### src/inc/cgn_pkg.sv
`default_nettype none
package cgn_pkg;

  // Register byte offsets on the bus
  localparam logic [7:0] OFS_CTRL     = 8'h00;
  localparam logic [7:0] OFS_PROG     = 8'h04;
  localparam logic [7:0] OFS_STAT     = 8'h08;
  localparam logic [7:0] OFS_IRQ_STAT = 8'h0c;
  localparam logic [7:0] OFS_IRQ_MASK = 8'h10;

  // Field positions in the programming register
  localparam int unsigned PROG_N_LSB = 4;
  localparam int unsigned PROG_L_LSB = 0;

  // Interrupt status bit positions
  localparam int unsigned IRQ_LOCK_IN  = 0;
  localparam int unsigned IRQ_LOCK_OUT = 1;

  // Values after reset: crystal source, loop off, automatic bandwidth
  localparam logic [3:0] CTRL_RST = 4'h4;
  localparam logic [7:0] PROG_RST = 8'h11;

  // Nominal centre-of-range frequency in Hz
  localparam logic [31:0] NOM_HZ = 32'h004b_0000;

  // Lock window in reference periods and tolerances in feedback edges
  localparam logic [4:0] LOCK_WIN    = 5'h10;
  localparam logic [5:0] LOCK_WIN_FB = 6'h10;
  localparam logic [5:0] LOCK_TOL    = 6'h01;
  localparam logic [5:0] UNL_TOL     = 6'h02;
  localparam logic [5:0] TRK_TOL     = 6'h02;
  localparam logic [5:0] UNT_TOL     = 6'h04;

  // Edges of each source seen before a source change completes
  localparam logic [1:0] SRC_WAIT = 2'h3;

  // Control register layout, select bit lowest
  typedef struct packed {
    logic track;
    logic auto_bw;
    logic loop_power_on;
    logic base_clock_select;
  } cgn_ctrl_t;

  // Source transition states
  typedef enum logic [0:0] {
    TR_RUN  = 1'b0,
    TR_HOLD = 1'b1
  } cgn_tr_st_t;

  typedef struct packed {
    cgn_tr_st_t st;
    logic       use_osc;
    logic [1:0] xcnt;
    logic [1:0] ocnt;
    logic       base;
  } cgn_tr_t;

  // Whole state of the core
  typedef struct packed {
    cgn_ctrl_t   ctrl;
    logic [3:0]  mul_n;
    logic [3:0]  lin_l;
    logic [1:0]  irq_stat;
    logic [1:0]  irq_mask;
    logic        aph_vld;
    logic        aph_wr;
    logic [7:0]  aph_addr;
    logic        xtal_q;
    logic        osc_q;
    logic [3:0]  div_cnt;
    logic        fb_pls;
    logic        pfd_up;
    logic        pfd_dn;
    logic [4:0]  win_ref;
    logic [5:0]  win_fb;
    logic        locked;
    logic        tracking;
    logic [31:0] center_hz;
  } cgn_core_t;

  localparam cgn_core_t CORE_RST = '{
    ctrl:    CTRL_RST,
    mul_n:   PROG_RST[PROG_N_LSB +: 4],
    lin_l:   PROG_RST[PROG_L_LSB +: 4],
    default: '0
  };

  localparam cgn_tr_t TR_RST = '{st: TR_RUN, default: '0};

endpackage
`default_nettype wire

### src/logic/cgn_trans.sv
`timescale 1ns/1ps
`default_nettype none
module cgn_trans
  import cgn_pkg::*;
(
  // Clock and reset
  input  wire logic clk_i,
  input  wire logic rst_n_i,
  // Source edges and request
  input  wire logic xtal_rise_i,
  input  wire logic osc_rise_i,
  input  wire logic want_osc_i,
  // Selected source and halved output
  output logic      use_osc_o,
  output logic      hold_o,
  output logic      base_o
);

  cgn_tr_t r_ff;
  cgn_tr_t nxt_r;

  // Counts edges but never past the wait figure
  function automatic logic [1:0] sat_inc(input logic [1:0] c, input logic e);
    sat_inc = (e && c != SRC_WAIT) ? c + 2'h1 : c;
  endfunction

  always_comb begin
    nxt_r = r_ff;
    case (r_ff.st)
      TR_RUN: begin
        // Halve the selected source to even out the duty cycle
        if (r_ff.use_osc ? osc_rise_i : xtal_rise_i) begin
          nxt_r.base = ~r_ff.base;
        end
        if (want_osc_i != r_ff.use_osc) begin
          nxt_r.st   = TR_HOLD;
          nxt_r.xcnt = 2'h0;
          nxt_r.ocnt = 2'h0;
        end
      end
      TR_HOLD: begin
        nxt_r.xcnt = sat_inc(r_ff.xcnt, xtal_rise_i);
        nxt_r.ocnt = sat_inc(r_ff.ocnt, osc_rise_i);
        // A request withdrawn mid-wait returns at once
        if (want_osc_i == r_ff.use_osc) begin
          nxt_r.st = TR_RUN;
        end else if (nxt_r.xcnt == SRC_WAIT && nxt_r.ocnt == SRC_WAIT) begin
          nxt_r.st      = TR_RUN;
          nxt_r.use_osc = want_osc_i;
        end
      end
      default: nxt_r = TR_RST;
    endcase
  end

  // State register
  always_ff @(posedge clk_i or negedge rst_n_i) begin
    if (!rst_n_i) begin
      r_ff <= TR_RST;
    end else begin
      r_ff <= nxt_r;
    end
  end

  assign use_osc_o = r_ff.use_osc;
  assign hold_o    = (r_ff.st == TR_HOLD);
  assign base_o    = r_ff.base;
endmodule
`default_nettype wire

### src/logic/cgn_top.sv
`timescale 1ns/1ps
`default_nettype none
module cgn_top
  import cgn_pkg::*;
(
  // Clock and reset
  input  wire logic        CLK_I,
  input  wire logic        RST_N_I,
  // AHB-Lite slave
  input  wire logic        HSEL_I,
  input  wire logic [31:0] HADDR_I,
  input  wire logic [1:0]  HTRANS_I,
  input  wire logic        HWRITE_I,
  input  wire logic [2:0]  HSIZE_I,
  input  wire logic [31:0] HWDATA_I,
  input  wire logic        HREADY_I,
  output logic      [31:0] HRDATA_O,
  output logic             HREADYOUT_O,
  output logic             HRESP_O,
  // Clock sources, sampled
  input  wire logic        CRYSTAL_IN_I,
  input  wire logic        OSCILLATOR_CLOCK_I,
  input  wire logic        OSCILLATOR_ENABLE_I,
  // Generated clocks
  output logic             CRYSTAL_CLOCK_O,
  output logic             LOOP_REFERENCE_CLOCK_O,
  output logic             FINAL_REFERENCE_CLOCK_O,
  output logic             FEEDBACK_CLOCK_O,
  output logic             BASE_CLOCK_OUT_O,
  // Loop control towards the analog side
  output logic             LOOP_POWER_ON_O,
  output logic             PUMP_UP_O,
  output logic             PUMP_DN_O,
  output logic             FILTER_FAST_O,
  output logic      [31:0] CENTER_HZ_O,
  // Status and interrupt
  output logic             LOCK_O,
  output logic             CLOCK_UNIT_INTERRUPT_O
);

  cgn_core_t r_ff;
  cgn_core_t nxt_r;

  logic       xq;
  logic       xtal_rise;
  logic       osc_rise;
  logic       fb_rise;
  logic       loop_eff;
  logic       wr_ctrl;
  logic [5:0] fb_total;
  logic [5:0] dev;
  logic [1:0] lock_evt;
  logic [1:0] irq_clr;
  logic       use_osc;
  logic       hold;
  logic       base;
  cgn_ctrl_t  wctrl;

  // Effective multiplier, zero reads as one
  function automatic logic [3:0] n_eff(input logic [3:0] n);
    n_eff = (n == 4'h0) ? 4'h1 : n;
  endfunction

  // Distance between two edge counts
  function automatic logic [5:0] absdiff(input logic [5:0] a,
                                         input logic [5:0] b);
    absdiff = (a > b) ? a - b : b - a;
  endfunction

  always_comb begin
    nxt_r     = r_ff;
    wctrl     = cgn_ctrl_t'(HWDATA_I[3:0]);
    wr_ctrl   = r_ff.aph_vld & r_ff.aph_wr & (r_ff.aph_addr == OFS_CTRL);
    irq_clr   = 2'h0;
    lock_evt  = 2'h0;
    dev       = 6'h0;

    // crystal edges count only while enabled
    xq        = CRYSTAL_IN_I & OSCILLATOR_ENABLE_I;
    xtal_rise = xq & ~r_ff.xtal_q;
    osc_rise  = OSCILLATOR_CLOCK_I & ~r_ff.osc_q;
    nxt_r.xtal_q = xq;
    nxt_r.osc_q  = OSCILLATOR_CLOCK_I;

    // zero linear factor disables the loop
    loop_eff = r_ff.ctrl.loop_power_on & (r_ff.lin_l != 4'h0);

    fb_rise = loop_eff & osc_rise & (r_ff.div_cnt == 4'h0);
    if (!loop_eff) begin
      nxt_r.div_cnt = 4'h0;
    end else if (osc_rise) begin
      nxt_r.div_cnt = (r_ff.div_cnt >= n_eff(r_ff.mul_n) - 4'h1) ?
                      4'h0 : r_ff.div_cnt + 4'h1;
    end
    nxt_r.fb_pls = fb_rise;

    // phase detector, both raised cancel each other
    nxt_r.pfd_up = loop_eff & (r_ff.pfd_up | xtal_rise);
    nxt_r.pfd_dn = loop_eff & (r_ff.pfd_dn | fb_rise);
    if (nxt_r.pfd_up & nxt_r.pfd_dn) begin
      nxt_r.pfd_up = 1'b0;
      nxt_r.pfd_dn = 1'b0;
    end

    // Feedback edges seen in the current window, saturating
    fb_total = (fb_rise && r_ff.win_fb != 6'h3f) ?
               r_ff.win_fb + 6'h01 : r_ff.win_fb;

    if (!loop_eff) begin
      nxt_r.win_ref  = 5'h0;
      nxt_r.win_fb   = 6'h0;
      nxt_r.locked   = 1'b0;
      nxt_r.tracking = 1'b0;
    end else if (xtal_rise && r_ff.win_ref == LOCK_WIN - 5'h1) begin
      dev           = absdiff(fb_total, LOCK_WIN_FB);
      nxt_r.win_ref = 5'h0;
      nxt_r.win_fb  = 6'h0;
      // Hysteresis keeps lock from chattering near the edge
      if (dev <= LOCK_TOL) begin
        nxt_r.locked = 1'b1;
      end else if (dev > UNL_TOL) begin
        nxt_r.locked = 1'b0;
      end
      if (dev <= TRK_TOL) begin
        nxt_r.tracking = 1'b1;
      end else if (dev > UNT_TOL) begin
        nxt_r.tracking = 1'b0;
      end
    end else begin
      nxt_r.win_ref = xtal_rise ? r_ff.win_ref + 5'h1 : r_ff.win_ref;
      nxt_r.win_fb  = fb_total;
    end

    // manual mode takes the mode bit from software
    if (!r_ff.ctrl.auto_bw) begin
      nxt_r.tracking = loop_eff & r_ff.ctrl.track;
      nxt_r.locked   = 1'b0;
    end

    lock_evt[IRQ_LOCK_IN]  = nxt_r.locked & ~r_ff.locked;
    lock_evt[IRQ_LOCK_OUT] = ~nxt_r.locked & r_ff.locked;

    // centre frequency from the linear factor
    nxt_r.center_hz = 32'(r_ff.lin_l) * NOM_HZ;

    // Address phase capture; every transfer finishes at once
    nxt_r.aph_vld  = HSEL_I & HREADY_I & HTRANS_I[1];
    nxt_r.aph_wr   = HWRITE_I;
    nxt_r.aph_addr = HADDR_I[7:0];

    // Data phase writes
    if (r_ff.aph_vld & r_ff.aph_wr) begin
      case (r_ff.aph_addr)
        OFS_CTRL: begin
          nxt_r.ctrl.auto_bw = wctrl.auto_bw;
          // Mode bit is read-only while bandwidth is automatic
          if (!r_ff.ctrl.auto_bw) begin
            nxt_r.ctrl.track = wctrl.track;
          end
          // select only with loop on, power off only deselected
          if (!wctrl.base_clock_select || loop_eff) begin
            nxt_r.ctrl.base_clock_select = wctrl.base_clock_select;
          end
          if (wctrl.loop_power_on || !r_ff.ctrl.base_clock_select) begin
            nxt_r.ctrl.loop_power_on = wctrl.loop_power_on;
          end
        end
        OFS_PROG: begin
          nxt_r.mul_n = HWDATA_I[PROG_N_LSB +: 4];
          nxt_r.lin_l = HWDATA_I[PROG_L_LSB +: 4];
        end
        OFS_IRQ_STAT: irq_clr = HWDATA_I[1:0];
        OFS_IRQ_MASK: nxt_r.irq_mask = HWDATA_I[1:0];
        default: ;
      endcase
    end

    // zero linear factor forces the crystal source
    if (nxt_r.lin_l == 4'h0) begin
      nxt_r.ctrl.base_clock_select = 1'b0;
    end

    // sticky flags, a new event beats a same-cycle clear
    nxt_r.irq_stat = (r_ff.irq_stat & ~irq_clr) | lock_evt;
  end

  always_ff @(posedge CLK_I or negedge RST_N_I) begin
    if (!RST_N_I) begin
      r_ff <= CORE_RST;
    end else begin
      r_ff <= nxt_r;
    end
  end

  // Read mux over registered state; unmapped offsets read zero
  always_comb begin
    HRDATA_O = 32'h0000_0000;
    if (r_ff.aph_vld & ~r_ff.aph_wr) begin
      case (r_ff.aph_addr)
        OFS_CTRL:     HRDATA_O = {28'h0, r_ff.ctrl};
        OFS_PROG:     HRDATA_O = {24'h0, r_ff.mul_n, r_ff.lin_l};
        OFS_STAT:     HRDATA_O = {27'h0, loop_eff, r_ff.tracking,
                                  r_ff.locked, hold, use_osc};
        OFS_IRQ_STAT: HRDATA_O = {30'h0, r_ff.irq_stat};
        OFS_IRQ_MASK: HRDATA_O = {30'h0, r_ff.irq_mask};
        default:      HRDATA_O = 32'h0000_0000;
      endcase
    end
  end

  cgn_trans u_trans (
    .clk_i       (CLK_I),
    .rst_n_i     (RST_N_I),
    .xtal_rise_i (xtal_rise),
    .osc_rise_i  (osc_rise),
    .want_osc_i  (r_ff.ctrl.base_clock_select),
    .use_osc_o   (use_osc),
    .hold_o      (hold),
    .base_o      (base)
  );

  // Bus answers: no wait states, always OKAY
  assign HREADYOUT_O = 1'b1;
  assign HRESP_O     = 1'b0;

  // crystal and loop reference share one buffered flop
  assign CRYSTAL_CLOCK_O        = r_ff.xtal_q;
  assign LOOP_REFERENCE_CLOCK_O = r_ff.xtal_q;
  // final reference is the same level
  assign FINAL_REFERENCE_CLOCK_O = r_ff.xtal_q;
  assign FEEDBACK_CLOCK_O        = r_ff.fb_pls;
  assign BASE_CLOCK_OUT_O        = base;
  assign LOOP_POWER_ON_O         = loop_eff;
  assign PUMP_UP_O               = r_ff.pfd_up;
  assign PUMP_DN_O               = r_ff.pfd_dn;
  assign FILTER_FAST_O           = loop_eff & ~r_ff.tracking;
  assign CENTER_HZ_O             = r_ff.center_hz;
  assign LOCK_O                  = r_ff.locked;
  assign CLOCK_UNIT_INTERRUPT_O  = |(r_ff.irq_stat & r_ff.irq_mask);
endmodule
`default_nettype wire

### config.mk
export PLATFORM = sky130hd
export DESIGN_NAME = cgn_top
export DESIGN_NICKNAME = d
export VERILOG_FILES = /design/src/inc/cgn_pkg.sv /design/src/logic/cgn_trans.sv /design/src/logic/cgn_top.sv
export SDC_FILE = /design/constraint.sdc
export NUM_CORES = 1
export LEC_CHECK = 0
export BUFFER_PORTS_ARGS = -buffer_cell sky130_fd_sc_hd__buf_4
export CORE_UTILIZATION = 32
export CTS_BUF_LIST = sky130_fd_sc_hd__clkbuf_8
export DETAILED_ROUTE_END_ITERATION = 16
export PLACE_DENSITY = 0.6
export SLEW_MARGIN = 20
export SYNTH_ARGS = -nofsm -noshare
export SYNTH_HDL_FRONTEND = slang
export SYNTH_SLANG_ARGS = --single-unit
### constraint.sdc
create_clock -name CLK_I -period 3.5 [get_ports CLK_I]
set_clock_uncertainty 0.05 [all_clocks]
set_input_delay 0.175 -clock CLK_I [delete_from_list [all_inputs] [get_ports CLK_I]]
set_output_delay 0.175 -clock CLK_I [all_outputs]
set_load 0.01 [all_outputs]
==> results.txt <==
----------------------------------------------------
[Power]
  Power per cell area ... 522 nW/um^2
  Switching share of power ... 0.365
  Total chip power ... between 2 and 3 mW
  Internal power component ... roughly 1.8 mW
  Largest voltage drop on the vdd net ... ~0.19 mV
  Switching power ... between 1 and 1.5 mW
  Static leakage ... around 2.6 nW
  Share of power burned in registers ... 0.357
  Gate power share ... 0.406
  Clk network pwr share ... 0.237

[Worst setup path]
  Gate family responsible for the most delay along the worst path ... simple AND/OR/NAND/NOR gates
  Worst-path maximum fanout ... 10
  Most common cell type on the critical path ... buf_4
  Sort of element at the end of the critical path ... register
  Critical path cell sequence ... inv_2 > ha_4 > a21bo_4 > buf_4 > buf_4 > nor4_4 > mux2_2 > nor3_2 > o311a_1 > o2111ai_2 > nor4_2 > o21ai_0
  Type of the worst setup path ... reg2reg
  Crit path buffers/inverters ... 3
  Library cell contributing the largest single delay on the critical path ... dfstp_2
  Data required time at the worst endpoint ... around 3700 ps
  Kind of start point of the critical path ... register
  Worst endpoint data arrival time ... roughly 3600 ps
  Largest incremental delay on the critical path ... approximately 540 ps

[Die]
  Width of the die ... roughly 120 um
  Std cell rows ... 42
  Initial cell density of the core ... 0.329
  DIE AREA ... around 14000 um^2
  Std-Cell Core Area ... between 10000 and 15000 um^2
  Die Height ... 119 um
  Number of top-level pins ... 154

[Yosys]
  Avg Inst Size Synth ... roughly 9.8 um^2
  Synth Register Bits ... between 60 and 70
  Number of library cell types mapped by synthesis ... 70
  Area of the mapped netlist ... around 4400 um^2
  Most common flop cell mapped by yosys ... dfrtp_1
  Post-synth ARST share ... 1.00
  Number of flops mapped to enable cells by yosys ... 0
  Synthesized netlist cell count ... around 450
  Sequential-to-total area share from yosys stat ... 0.380
  Total number of yosys warnings ... 0

[Final layout]
  Multi-input combinational cell area ... around 2400 um^2
  Synth-to-layout area growth ... 23.8%
  Core utilization of the finished layout ... 0.408
  Fill cell total of the finished layout ... ~1300
  Sequential standard cell area ... approximately 1700 um^2
  Number of antenna repair diodes ... 0
  Fraction of final layout cells with drive strength greater than 1 ... 0.300
  Number of non-filler instances in the completed layout ... 722
  Net count reported at finish ... about 650

[Placed design]
  Post-placement worst setup slack ... -3.35 ps
  Post-DP HPWL ... about 7 mm
  Input/output buffers ... 54
  Placed insts ... between 600 and 700
  Last weighted congestion value of the routability-driven placer ... around 0.84

[Clock network]
  Number of buffers created by CTS ... 9
  TritonCTS clock tree ... built
  Largest buffer count on any clock path ... 2
  Master cell of the clock root buffer ... clkbuf_8
  CTS Sinks ... 66
  Maximum level of the CTS H-tree ... 3
  Clock transition at the register clock pins on the worst setup and hold paths after CTS ... around 80 ps
  Clock insertion delay at the later pin of the skew report ... roughly 360 ps

[Route]
  Avg WL per Cell ... approximately 13 um
  Via-to-Cell Ratio ... between 4 and 5
  Residual DRC count ... 0
  DR iter-0 viols ... about 150
  Number of search-and-repair iterations in the first detailed-routing pass ... 4
  Routed Antenna Nets ... 0
  Via Count ... between 3000 and 4000
  Sum of routed wire length over all layers ... between 9 and 10 mm

[STA]
  Setup violation total in the final timing report ... 0
  Fin. Hold Viols ... 0
  Final critical-path setup slack ... between 100 and 150 ps
  Max_slew headroom ... 0.438
  Clock period minus worst slack ... between 3000 and 4000 ps
  Highest Clock Rate ... 297 MHz
  Slew of the pin with the lowest slew margin ... ~840 ps
  Final critical-path share of the clock period ... 0.963
  Slew Limit Fails ... 0
  Worst hold slack ... 15.9 ps

[Run status]
  Result of the run ... finished, final reports clean

[Flow run]
  Count of maximum capacitance violations ... 0

[Global route]
  Vias in the first global route ... 3245
  Tot GR Track Use ... 0.139
  Total congestion overflow after global routing ... 0
  Wire length of the first global-routing pass ... around 16 mm
  Antenna violations before repair ... 0
  Largest net degree at the start of global routing ... 67

[Worst hold path]
  Worst min-delay path category ... in2reg

----------------------------------------------------
path summary, 6_finish.rpt:
check                                     from                 to  slack, ps  depth (start not counted)
max in group asynchronous              RST_N_I  u_trans.use_osc_o       2420                          2
worst min register to register  u_trans.base_o     u_trans.base_o        430                          1
min in group asynchronous              RST_N_I    CENTER_HZ_O[26]        430                          2
worst min-delay path                  HREADY_I           r_ff[63]         20                          2
worst max register to register        r_ff[68]           r_ff[67]        130                         12
worst max-delay path                  r_ff[68]           r_ff[67]        130                         12
Yosys cell counts, drive strengths merged, types with 5 or more instances:
cell type | count | area, um^2
a21oi | 18 | 101
and2 | 5 | 31.3
and3 | 11 | 71.3
buf | 61 | 462
clkbuf | 6 | 22.5
dfrtp | 63 | 1580
ha | 29 | 363
inv | 26 | 100
mux2 | 15 | 169
mux2i | 10 | 113
nand2 | 26 | 97.6
nand2b | 5 | 31.3
nand3 | 13 | 82.6
nor2 | 38 | 143
nor2b | 8 | 50.1
nor3 | 7 | 40.0
nor4 | 5 | 58.8
o21ai | 26 | 130
o31ai | 5 | 37.5
xnor2 | 8 | 70.1
xor2 | 7 | 61.3
metal layers:
metal | wire [um] | vias up | GRT usage | share of wire
li1 | - | 1636 | - | -
met1 | 4300 | 1613 | 0.179 | 0.46
met2 | 4450 | 106 | 0.224 | 0.47
met4 | 179 | 0 | 0.0578 | 0.019
met3 | 484 | 14 | 0.0333 | 0.051
met5 | 0 | - | 0 | 0
cell usage in the layout, fill, tap and decap left out, types with 3 or more instances in the layout:
cell type       n
o21ai_0        21
dfrtp_1        63
nand2_1        26
xnor2_1         6
clkbuf_8       10
nand2b_1        5
ha_1           26
nor3_1          6
clkinv_4        3
xor2_1          7
conb_1         47
nor2_1         38
o21ai_1         4
dfstp_2         3
mux2_2         15
mux2i_1         7
o31ai_1         5
a22o_1          3
inv_2           4
nand3_1        11
nor2b_1         8
nand4_1         4
a21o_1          3
inv_1          21
a21oi_1        17
and3_1          9
a31oi_1         4
dlygate4sd3_1  15
nor4_2          3
buf_4          92
and2_1          4
worst reg2reg max path, stage by stage, from the launching register on:
cell and delay (ps):
dfstp_2 540, inv_2 50, ha_4 150, a21bo_4 230, buf_4 150, buf_4 190, nor4_4 370, mux2_2 390
nor3_2 230, o311a_1 200, o2111ai_2 210, nor4_2 360, o21ai_0 150
metrics by stage:
stage | area, um^2 | TNS, ps
final | 5400 | 0
after CTS | 5320 | 0
after global routing | 5400 | -10.2
after detailed placement | 4870 | -3.35
after global placement | 4870 | 0
after floorplan | 4540 | 0
area by class of cell:
type	count	share of cell area
clock buffers	10	0.0255
clock inverters	6	0.0123
inverters	26	0.0190
multi-input cells	331	0.440
flip-flops and latches	66	0.307
well taps	176	0.0408
repair buffers	107	0.156
flip-flops by register name, indices dropped and copies added (netlist names):
register,flops
u_trans.use_osc_o,1
CENTER_HZ_O,11
u_trans.base_o,1
FEEDBACK_CLOCK_O,1
r_ff,43
CRYSTAL_CLOCK_O,1
u_trans.r_ff,4
PUMP_UP_O,1
u_trans.hold_o,1
PUMP_DN_O,1
LOCK_O,1
logic make-up after synthesis:
group / Yosys count / synth area share
flops: 66 / 0.380
simple gates: 135 / 0.177
fa+ha+maj: 30 / 0.0878
xor+xnor: 15 / 0.0301
mux: 25 / 0.0646
buf+inv: 93 / 0.134
compound gates: 79 / 0.125
other cells: 2 / 0.00172
timing repair:
action / in CTS / in global routing
gates resized for setup: 6 / 12
setup buffers: 9 / 4
pin swaps: 10 / 9
hold buffers: 15 / 0
hold endpoints to repair: 77 / 0
endpoints found under the setup margin: 1 / 4
power by group through the flow:
stage                     registers (mW)  clock network [mW]  logic [mW]
after floorplan                    0.998                   0       0.728
after global placement              1.02                   0        1.00
after CTS                           1.01               0.692        1.08
final                               1.01               0.668        1.14
after detailed placement            1.02                   0        1.03
after global routing                1.03               0.730        1.27
Power figures use the tool's default switching activity.
